--- src/pkg/bcd_arith_cfg.svh ---
`ifndef BCD_ARITH_CFG_SVH
`define BCD_ARITH_CFG_SVH
// Functional notes
// - Up count: a decade at 9 goes to 0 and carries onward.
// - Down count: a decade at 0 loads 9 and borrows onward.
// - Carry and borrow chains stay apart; up and down never act together.
// - 8421 decade sum of 9 or less passes unchanged.
// - 8421 decade sum 10 to 15 gets plus six and a carry.
// - 8421 decade sum above 15 keeps its carry and still gets six.
// - 8421 correction ripples decade by decade, corrected carry feeding next.
// - Excess-3 decade with carry gets plus three, without gets minus three.
// - Excess-3 correction passes no carry, all decades corrected at once.
// - Plus three adds 0011; minus three adds 1100 with own-carry fold.
// - Correction carry from a digit top bit returns to its own bottom bit.
// - Nines complement of an Excess-3 value inverts every bit, sign too.
// - Sign 0 positive, 1 negative; zero digits 0011 or 1100.
// - Subtract adds complemented subtrahend; carries ripple into sign bit.
// - Carry out of the sign bit re-enters the lowest decade; the code drops it whenever tens_cmp_i is set, additions included.
// - Subtraction uses the same per-decade plus/minus three correction.
// - Tens complement is nines complement plus one, no end-around carry.
`define DECADES_DEF 4
`define BCD_ZERO 4'h0
`define BCD_NINE 4'h9
`define BCD_SIX 4'h6
`define XS3_PLUS3 4'h3
`define XS3_MINUS3 4'hc
`endif

--- src/pkg/bcd_arith_pkg.sv ---
package bcd_arith_pkg;
  typedef enum logic [1:0] {
    OP_ADD_BCD,
    OP_ADD_XS3,
    OP_SUB_XS3,
    OP_CMP_XS3
  } arith_op_e;
endpackage : bcd_arith_pkg

--- src/logic/bcd_decade_arith_unit.sv ---
`timescale 1ns/100ps
`include "bcd_arith_cfg.svh"
module bcd_decade_arith_unit #(
  parameter int DECADES = `DECADES_DEF
) (
  input wire logic clk_sys_i,
  input wire logic rst_n_i,
  input wire logic count_up_i,
  input wire logic count_dn_i,
  input wire logic op_valid_i,
  input wire bcd_arith_pkg::arith_op_e op_i,
  input wire logic tens_cmp_i,
  input wire logic sign_a_i,
  input wire logic sign_b_i,
  input wire logic [4*DECADES-1:0] opa_i,
  input wire logic [4*DECADES-1:0] opb_i,
  output logic [4*DECADES-1:0] count_o,
  output logic count_carry_o,
  output logic count_borrow_o,
  output logic [4*DECADES-1:0] result_o,
  output logic sign_o,
  output logic carry_o,
  output logic result_valid_o
);
  import bcd_arith_pkg::*;

  localparam int W = 4 * DECADES;
  localparam int PW = 5 * DECADES + 2;

  // Packed answer: {sign, sign carry, decade carries, digits}.
  function automatic logic [PW-1:0] bin_add(input logic [W-1:0] a,
                                            input logic [W-1:0] b,
                                            input logic sa,
                                            input logic sb,
                                            input logic cin);
    logic [4:0] t;
    logic c;
    logic [W-1:0] s;
    logic [DECADES-1:0] dc;
    c = cin;
    s = '0;
    dc = '0;
    for (int i = 0; i < DECADES; i++) begin
      t = {1'b0, a[4*i+:4]} + {1'b0, b[4*i+:4]} + {4'h0, c};
      s[4*i+:4] = t[3:0];
      dc[i] = t[4];
      c = t[4];
    end
    return {sa ^ sb ^ c, (sa & sb) | (c & (sa ^ sb)), dc, s};
  endfunction : bin_add

  // Minus three folds the digit's own top carry back in, so no carry leaves it.
  function automatic logic [3:0] xs3_fix(input logic [3:0] d, input logic c);
    logic [4:0] t;
    t = {1'b0, d} + {1'b0, (c ? `XS3_PLUS3 : `XS3_MINUS3)};
    return c ? t[3:0] : t[3:0] + {3'h0, t[4]};
  endfunction : xs3_fix

  // Counter.
  logic [W-1:0] cnt;
  logic [W-1:0] next_cnt;
  logic cy_out;
  logic bw_out;
  // Both commands at once count neither way, so the two chains never meet.
  wire up_go = count_up_i & ~count_dn_i;
  wire dn_go = count_dn_i & ~count_up_i;

  always_comb begin
    logic cy;
    logic bw;
    logic [3:0] d;
    cy = up_go;
    bw = dn_go;
    d = '0;
    next_cnt = cnt;
    for (int i = 0; i < DECADES; i++) begin
      d = cnt[4*i+:4];
      if (cy) begin
        if (d == `BCD_NINE) begin
          next_cnt[4*i+:4] = `BCD_ZERO;
        end else begin
          next_cnt[4*i+:4] = d + 4'h1;
          cy = 1'b0;
        end
      end else if (bw) begin
        if (d == `BCD_ZERO) begin
          next_cnt[4*i+:4] = `BCD_NINE;
        end else begin
          next_cnt[4*i+:4] = d - 4'h1;
          bw = 1'b0;
        end
      end
    end
    cy_out = cy;
    bw_out = bw;
  end

  always_ff @(posedge clk_sys_i) begin
    if (!rst_n_i) begin
      cnt <= '0;
      count_carry_o <= 1'b0;
      count_borrow_o <= 1'b0;
    end else begin
      cnt <= next_cnt;
      count_carry_o <= cy_out;
      count_borrow_o <= bw_out;
    end
  end
  assign count_o = cnt;

  // 8421 adder: each decade corrected before its carry moves on.
  // A sum above 15 has already carried, yet its low four bits still need the six.
  logic [W-1:0] bcd_sum;
  logic bcd_cout;
  always_comb begin
    logic [4:0] t;
    logic c;
    t = '0;
    c = 1'b0;
    bcd_sum = '0;
    for (int i = 0; i < DECADES; i++) begin
      t = {1'b0, opa_i[4*i+:4]} + {1'b0, opb_i[4*i+:4]} + {4'h0, c};
      if (t > {1'b0, `BCD_NINE}) begin
        bcd_sum[4*i+:4] = t[3:0] + `BCD_SIX;
        c = 1'b1;
      end else begin
        bcd_sum[4*i+:4] = t[3:0];
        c = 1'b0;
      end
    end
    bcd_cout = c;
  end

  // Excess-3 path. Subtrahend is inverted, sign included.
  wire is_sub = (op_i == OP_SUB_XS3);
  wire [W-1:0] b_eff = is_sub ? ~opb_i : opb_i;
  wire sb_eff = is_sub ? ~sign_b_i : sign_b_i;
  wire cin_tens = is_sub & tens_cmp_i;
  wire [PW-1:0] pass1 = bin_add(opa_i, b_eff, sign_a_i, sb_eff, cin_tens);
  // Second pass re-adds the sign carry; in tens mode the loop is cut.
  wire eac = pass1[PW-2] & ~tens_cmp_i;
  wire [PW-1:0] pass2 = bin_add(opa_i, b_eff, sign_a_i, sb_eff, cin_tens | eac);
  wire [W-1:0] raw_sum = pass2[W-1:0];
  wire [DECADES-1:0] dec_cy = pass2[W+DECADES-1:W];
  logic [W-1:0] xs3_sum;
  always_comb begin
    xs3_sum = '0;
    for (int i = 0; i < DECADES; i++) begin
      xs3_sum[4*i+:4] = xs3_fix(raw_sum[4*i+:4], dec_cy[i]);
    end
  end

  always_ff @(posedge clk_sys_i) begin
    if (!rst_n_i) begin
      result_o <= '0;
      sign_o <= 1'b0;
      carry_o <= 1'b0;
      result_valid_o <= 1'b0;
    end else begin
      result_valid_o <= op_valid_i;
      if (op_valid_i) begin
        unique case (op_i)
          OP_ADD_BCD: begin
            result_o <= bcd_sum;
            sign_o <= 1'b0;
            carry_o <= bcd_cout;
          end
          OP_ADD_XS3, OP_SUB_XS3: begin
            result_o <= xs3_sum;
            sign_o <= pass2[PW-1];
            carry_o <= pass1[PW-2];
          end
          OP_CMP_XS3: begin
            result_o <= ~opa_i;
            sign_o <= ~sign_a_i;
            carry_o <= 1'b0;
          end
        endcase
      end
    end
  end

  wire [4:0] lo_bin = {1'b0, opa_i[3:0]} + {1'b0, opb_i[3:0]};
  // Decade 1 sums for the checks; they assume at least two decades.
  wire [4:0] hi_bin = {1'b0, opa_i[7:4]} + {1'b0, opb_i[7:4]} + {4'h0, (lo_bin > 5'd9)};
  wire [4:0] x1_bin = {1'b0, opa_i[7:4]} + {1'b0, opb_i[7:4]} + {4'h0, lo_bin[4]};
endmodule : bcd_decade_arith_unit

--- config.mk ---
export PLATFORM = sky130hd
export DESIGN_NAME = bcd_decade_arith_unit
export DESIGN_NICKNAME = d
export VERILOG_FILES = /design/src/pkg/bcd_arith_pkg.sv /design/src/logic/bcd_decade_arith_unit.sv
export VERILOG_INCLUDE_DIRS = /design/src /design/src/pkg
export SDC_FILE = /design/constraint.sdc
export NUM_CORES = 1
export LEC_CHECK = 0
export ABC_AREA = 0
export ABC_CLOCK_PERIOD_IN_PS = 31800
export BUFFER_PORTS_ARGS = -buffer_cell sky130_fd_sc_hd__buf_4
export CORE_ASPECT_RATIO = 1.1
export CORE_MARGIN = 4
export CORE_UTILIZATION = 50
export CTS_CLUSTER_SIZE = 24
export DETAILED_ROUTE_END_ITERATION = 12
export GPL_TIMING_DRIVEN = 0
export PLACE_DENSITY = 0.72
export RECOVER_POWER = 50
export SLEW_MARGIN = 20
export SYNTH_ARGS = -nofsm -noshare
export SYNTH_HDL_FRONTEND = slang
export SYNTH_SLANG_ARGS = --single-unit
--- constraint.sdc ---
create_clock -name clk_sys_i -period 31.8 [get_ports clk_sys_i]
set_input_delay 6.36 -clock clk_sys_i [delete_from_list [all_inputs] [get_ports clk_sys_i]]
set_output_delay 6.36 -clock clk_sys_i [all_outputs]
set_load 0.1 [all_outputs]
==> results.md, run 1 <==
- Status: finished clean
- Final Hold Viols: 0
- Max-slew headroom: 21.0%
- Clock slew at reported path FFs: 0.08 ns
- Total wire length: 13600 µm
- Detailed Route Iter0 Violations: 258
- Vias in the first global route: 4739
- Sink Count: 37
- Main flop type after synthesis: dfxtp_1
- Flops & latches, synth: 37
- Max clock buf depth: 2
- Non-Filler Instances: 839
- Reg2Reg Depth: 8
- Diode count: 0
- Layout cells sized above 1: 11.5%
- Post-synth EDFFs: 0
- Switching Fraction: 50.4%
- RR Endpoint: count_o[13]
- RSZ-0062 raised after global routing: no
- Setup TNS: 0 ns
- Worst-Margin Slew: 1.19 ns
- Cell Pwr Density: 59.2 mW/mm²
- # DRC: 0
- Syn-to-layout area delta: 14.0%
- Mapped Avg Cell Area: 8.08 µm²
- Vias: 4889
- Post-synthesis cell type count: 73
- Clock Tree Root: clkbuf_8
- Psw: 174 µW
- Syn nets: 763
- Hold Path Depth: 2
- Crit path max fanout: 10
- CTS tree: built
- LEAKAGE: 0.00266 µW
- Final core occ: 58.8%
- Core area: 0.00994 mm²
- Starting density of the core: 51.6%
- Worst Skew: 0.00211 ns
- Placed Instances: 831
- Setup slack at placement: 14.61 ns
- Register area share after synthesis: 14.5%
- I/O Pins: 79
- I/O Buffers: 77
- Combinational fraction of design power: 70.6%
- WL/cell: 16.2 µm
- DRT antenna net count: 0
- Yosys warning count: 0
- Cts hold-fix bufs: 0
- CTS Buf Count: 5
- Cell Rows: 38
- Max-Cap Viols: 0
- Clk_lat worst skew: 0.30 ns
- Crit-path slowest cell: buf_1
- VDD IR max: 0.0354 mV
- Sequential power share: 16.4%
- Final setup vio count: 0
- Syn Std Cell Area: 0.00512 mm²
- Most frequent cells in the layout: ha_1, inv_1, clkbuf_1, nor2_1, buf_4
- Die height: 114 µm
- Crit Reg-Reg Startpoint: count_o[1]
- Max frequency: 59.2 MHz
- First drt pass iteration count: 5
- Final Cell Area: 0.00584 mm²
- Fillers: 948
- First-pass GRT wire length: 21900 µm
- Setup Fix Bufs, Post-CTS: 0
- H-Tree Depth: 2
- Die Area: 0.0119 mm²
- Global-route congestion overflow total: 0
- CP Data Required Time: 31.96 ns
- Vias per inst: 5.83
- R2R Setup Slk: 29.46 ns
- Final worst path period share: 53.2%
- Share of synthesized flip-flops with an asynchronous set or reset: 0%
- Hold Path End: sign_o
- Fin crit period: 16.90 ns
- Die W: 105 µm
- Hold_sp: sign_o
- Nets: 847
- Largest net degree at the start of global routing: 13
- Critical Path End Type: flip-flop
- Cells after Synth: 634
- # resized after CTS: 0
- Commonest non-fill, non-tap cell in the layout: ha_1
- Int Pwr: 172 µW
- Hold/Removal Path Class: reg2reg
- Clock Power Share: 13.0%
- Type of the worst setup path: in2reg
- Final setup margin: 14.90 ns
- Max-slew violations: 0
- GPL Wtd Cong: 0.882
- Worst path max stage delay: 0.65 ns
- Worst path arrival time: 17.06 ns
- DP HPWL: 10900 µm
- GRT Util Overall: 22.0%
- Critical Path Most Common Cell: ha_1
- Startpoint Class: input pin
- Dpl cell area: 0.00585 mm²
- Initial antenna violation count: 0
worst max-delay path by stage:
stage             from      endpoint  cells past startpoint
6_report       op_i[0]  result_o[15]                     51
5_1_grt        op_i[0]  result_o[15]                     51
4_1_cts        op_i[0]  result_o[15]                     51
3_5_place_dp   op_i[0]  result_o[15]                     51
3_3_place_gp   op_i[0]  result_o[15]                     51
2_1_floorplan  op_i[0]  result_o[15]                     50
cell type report:
type	count	area [µm²]	area share, %
Buffer	31	136	2.34
Multi-Input combinational cell	506	4020	68.9
Sequential cell	37	741	12.7
Tap cell	120	150	2.57
Inverter	60	225	3.86
Clock buffer	6	82.6	1.41
Clock inverter	2	37.5	0.643
Timing Repair Buffer	77	447	7.65
flip-flops by register name, summed over array words and instances, names as in the netlist:
| register | cells |
|---|---|
| count_o | 16 |
| count_carry_o | 1 |
| result_valid_o | 1 |
| sign_o | 1 |
| count_borrow_o | 1 |
| result_o | 16 |
| carry_o | 1 |
through the flow:
stage | power, µW | hold WS, ns
global route | 372 | 0.541
CTS | 350 | 0.523
finish | 346 | 0.522
global placement | 295 | 0.506
floorplan | 252 | 0.941
detailed placement | 304 | 0.511
cell families after synthesis:
kind of cell	synth area share, %
AND/OR/NAND/NOR	18.0
AO/OA/AOI/OAI	21.8
buffers and inverters	7.06
adder cells (fa/ha/maj)	23.3
XOR/XNOR	12.6
flip-flops	14.5
multiplexers	2.76
per-layer routing:
metal / track usage, % / share of wire (%) / up-vias / routed length [µm]
li1: - / - / 2435 / -
met1: 26.4 / 43 / 2303 / 5840
met2: 41.0 / 50 / 129 / 6850
met3: 3.21 / 5.0 / 22 / 676
met4: 5.76 / 1.7 / 0 / 231
met5: 0 / 0 / - / 0
synth_stat cells (7+ instances only):
cell       n  area [µm²]
mux2_2     7        78.8
clkbuf_1  23        86.3
a21o_1    15         113
o22ai_1   11        68.8
nand3_1   16        80.1
nand4_1    7        43.8
nor2_1    46         173
or3_1      7        43.8
dfxtp_1   37         741
a221oi_1  14         123
fa_1      14         280
nor2b_1   10        62.6
inv_1     59         221
and3_1     8        50.1
nand2_1   23        86.3
nor3_1    19        95.1
xor2_1    37         324
a21oi_1   41         205
ha_1      73         913
xnor2_1   31         272
o21ai_0   29         145
power by group through the flow:
stage                     combinational [µW]  sequential, µW  clock (µW)
after detailed placement                 246            57.9           0
after CTS                                248            56.8        45.0
after global placement                   237            57.7           0
final                                    244            56.7        44.9
after floorplan                          155            97.1           0
after global routing                     268            57.5        47.1
worst max-delay path, delay by kind of cell:
family,cells,cell delay [ns]
adders and majority gates,14,3.32
and+or+nand+nor,14,2.38
xor gates and xnor gates,6,1.90
buffers and inverters,10,1.79
AOI/OAI and AO/OA,6,1.09
muxes,1,0.21
Power figures use the tool's default switching activity.
==> inputs of run 2 (changes only) <==
--- a/config.mk
+++ b/config.mk
@@ -6,8 +6,8 @@
 export SDC_FILE = /design/constraint.sdc
 export NUM_CORES = 1
 export LEC_CHECK = 0
-export ABC_AREA = 0
-export ABC_CLOCK_PERIOD_IN_PS = 31800
+export ABC_AREA = 1
+export ABC_CLOCK_PERIOD_IN_PS = 14100
 export BUFFER_PORTS_ARGS = -buffer_cell sky130_fd_sc_hd__buf_4
 export CORE_ASPECT_RATIO = 1.1
 export CORE_MARGIN = 4
@@ -15,7 +15,7 @@
 export CTS_CLUSTER_SIZE = 24
 export DETAILED_ROUTE_END_ITERATION = 12
 export GPL_TIMING_DRIVEN = 0
-export PLACE_DENSITY = 0.72
+export PLACE_DENSITY = 0.75
 export RECOVER_POWER = 50
 export SLEW_MARGIN = 20
 export SYNTH_ARGS = -nofsm -noshare
==> constraint.sdc (replaced) <==
create_clock -name clk_sys_i -period 14.1 [get_ports clk_sys_i]
set_input_delay 2.82 -clock clk_sys_i [delete_from_list [all_inputs] [get_ports clk_sys_i]]
set_output_delay 2.82 -clock clk_sys_i [all_outputs]
set_load 0.1 [all_outputs]
==> results.md, run 2 <==
- Status: finished clean
- First drt pass iteration count: 5
- DP HPWL: 11300 µm
- Die height: 113 µm
- Int Pwr: 326 µW
- Type of the worst setup path: in2reg
- Max clock buf depth: 2
- Cts hold-fix bufs: 0
- Max frequency: 82.2 MHz
- Hold/Removal Path Class: reg2reg
- Max-Cap Viols: 0
- Worst path arrival time: 12.35 ns
- # resized after CTS: 0
- Final core occ: 58.1%
- CTS Buf Count: 5
- Largest net degree at the start of global routing: 12
- Psw: 390 µW
- Max-slew headroom: 21.3%
- Clk_lat worst skew: 0.30 ns
- I/O Buffers: 76
- Core area: 0.00984 mm²
- Detailed Route Iter0 Violations: 283
- RSZ-0062 raised after global routing: no
- Cell family with most CP delay: adder cells
- GPL Wtd Cong: 0.881
- CP bufs+invs: 14
- Clock Power Share: 11.0%
- Post-synthesis cell type count: 48
- Most frequent cells after synthesis: nand2_1, inv_1, ha_1
- Setup TNS: 0 ns
- Startpoint Class: input pin
- Cell Rows: 38
- Main flop type after synthesis: dfxtp_1
- Yosys warning count: 0
- WHS: 0.476 ns
- Cell Pwr Density: 125 mW/mm²
- # DRC: 0
- Crit-path slowest cell: buf_1
- Share of synthesized flip-flops with an asynchronous set or reset: 0%
- LEAKAGE: 0.00281 µW
- Final setup vio count: 0
- Initial antenna violation count: 0
- CP Data Required Time: 14.28 ns
- Final worst path period share: 86.3%
- VDD IR max: 0.0481 mV
- WL/cell: 14.9 µm
- Area contributors post-synth: ha_1, dfxtp_1, nand2_1, inv_1, a21oi_1
- Syn Std Cell Area: 0.00502 mm²
- Final Cell Area: 0.00571 mm²
- Die Area: 0.0117 mm²
- Vias per inst: 5.62
- Diode count: 0
- Global-route congestion overflow total: 0
- I/O Pins: 79
- Count leader, synth: nand2_1
- Worst Skew: 0.00574 ns
- First-pass GRT wire length: 22700 µm
- Switching Fraction: 54.5%
- Layout cells sized above 1: 10.8%
- Clock Tree Root: clkbuf_8
- Die W: 104 µm
- Post-synth EDFFs: 0
- Syn-to-layout area delta: 13.7%
- Commonest non-fill, non-tap cell in the layout: nand2_1
- Dpl cell area: 0.00574 mm²
- Clock slew at reported path FFs: 0.08 ns
- Starting density of the core: 51.0%
- Vias: 5243
- Mapped Avg Cell Area: 6.88 µm²
- Max-slew violations: 0
- Worst path max stage delay: 0.69 ns
- CTS tree: built
- Nets: 942
- Final Hold Viols: 0
- Flops & latches, synth: 37
- Worst-Margin Slew: 1.19 ns
- Sequential power share: 17.9%
- Fin crit period: 12.17 ns
- GRT Util Overall: 23.0%
- Sink Count: 37
- Setup Fix Bufs, Post-CTS: 0
- Cells after Synth: 730
- Syn nets: 859
- Most frequent cells in the layout: nand2_1, inv_1, ha_1, a21oi_1, o21ai_0
- DRT antenna net count: 0
- Synth area leader: ha_1
- Total wire length: 13900 µm
- Vias in the first global route: 5024
- H-Tree Depth: 2
- Combinational fraction of design power: 71.1%
- Critical Path End Type: flip-flop
- Crit path max fanout: 10
- Synth top area share: 18.2%
- Register area share after synthesis: 14.7%
-- run 2: changes by cell type in the layout (fill, tap and decap cells not counted), sizes merged, moves of 10 or more --
| cell | before | now |
|---|---|---|
| xnor2 | 32 | 21 |
| nand2 | 23 | 128 |
| o22ai | 11 | 1 |
| a221oi | 14 | 2 |
| o21ai | 30 | 56 |
| inv | 60 | 115 |
| a21o | 16 | 1 |
| a21oi | 41 | 73 |
| nor2b | 10 | 0 |
| clkbuf | 64 | 49 |
| xor2 | 39 | 24 |
| nor3 | 21 | 4 |
| nand3 | 16 | 55 |
-- run 2: per-layer routing --
layer | part of all wire [%] | track usage (%) | vias to the layer above
met3 | 5.3 | 3.65 | 32
met5 | 0 | 0 | -
met1 | 42 | 26.5 | 2434
met4 | 3.1 | 8.87 | 0
li1 | - | - | 2629
met2 | 49 | 42.8 | 148
-- run 2: area by class of cell --
| class | count | area, µm² |
|---|---|---|
| Fill cell | 968 | 4130 |
| Multi-Input combinational cell | 565 | 3780 |
| Sequential cell | 37 | 741 |
| Timing Repair Buffer | 76 | 458 |
| Inverter | 115 | 434 |
| Tap cell | 120 | 150 |
| Clock buffer | 6 | 82.6 |
| Buffer | 13 | 56.3 |
| Clock inverter | 1 | 7.51 |
-- run 2: cell families after synthesis --
group | count (synthesis) | share of synthesized area (%)
adder cells (fa/ha/maj) | 87 | 23.8
AO/OA/AOI/OAI | 178 | 20.4
XOR/XNOR | 45 | 8.14
buffers and inverters | 128 | 9.76
flip-flops | 37 | 14.7
AND/OR/NAND/NOR | 255 | 23.2
-- run 2: power by group through the flow --
stage	logic, µW	registers (µW)	clock network [µW]
after floorplan	315	217	0
after global placement	493	130	0
after detailed placement	509	131	0
after CTS	513	128	80.3
after global routing	565	130	83.9
final	508	128	78.9
-- run 2: worst min-delay path, stage by stage (launching register included) --
cell and delay [ns]:
dfxtp_1 0.32, nand2_1 0.06, a21oi_1 0.06
-- run 2: path summary, 6_finish.rpt --
path,startpoint,end,slack (ns),cells past startpoint
worst max-delay path,op_i[0],result_o[13],1.93,62
worst min-delay path,result_o[8],result_o[8],0.48,2
worst max register to register,count_o[3],count_o[15],11.89,12
worst min register to register,result_o[8],result_o[8],0.48,2
-- run 2: through the flow --
| stage | instances | setup slack, ns | power (µW) |
|---|---|---|---|
| after floorplan | 730 | 3.32 | 532 |
| after global placement | 926 | 1.95 | 624 |
| after detailed placement | 926 | 1.74 | 640 |
| after CTS | 933 | 1.98 | 721 |
| after global routing | 933 | 1.02 | 779 |
| final | 933 | 1.93 | 715 |
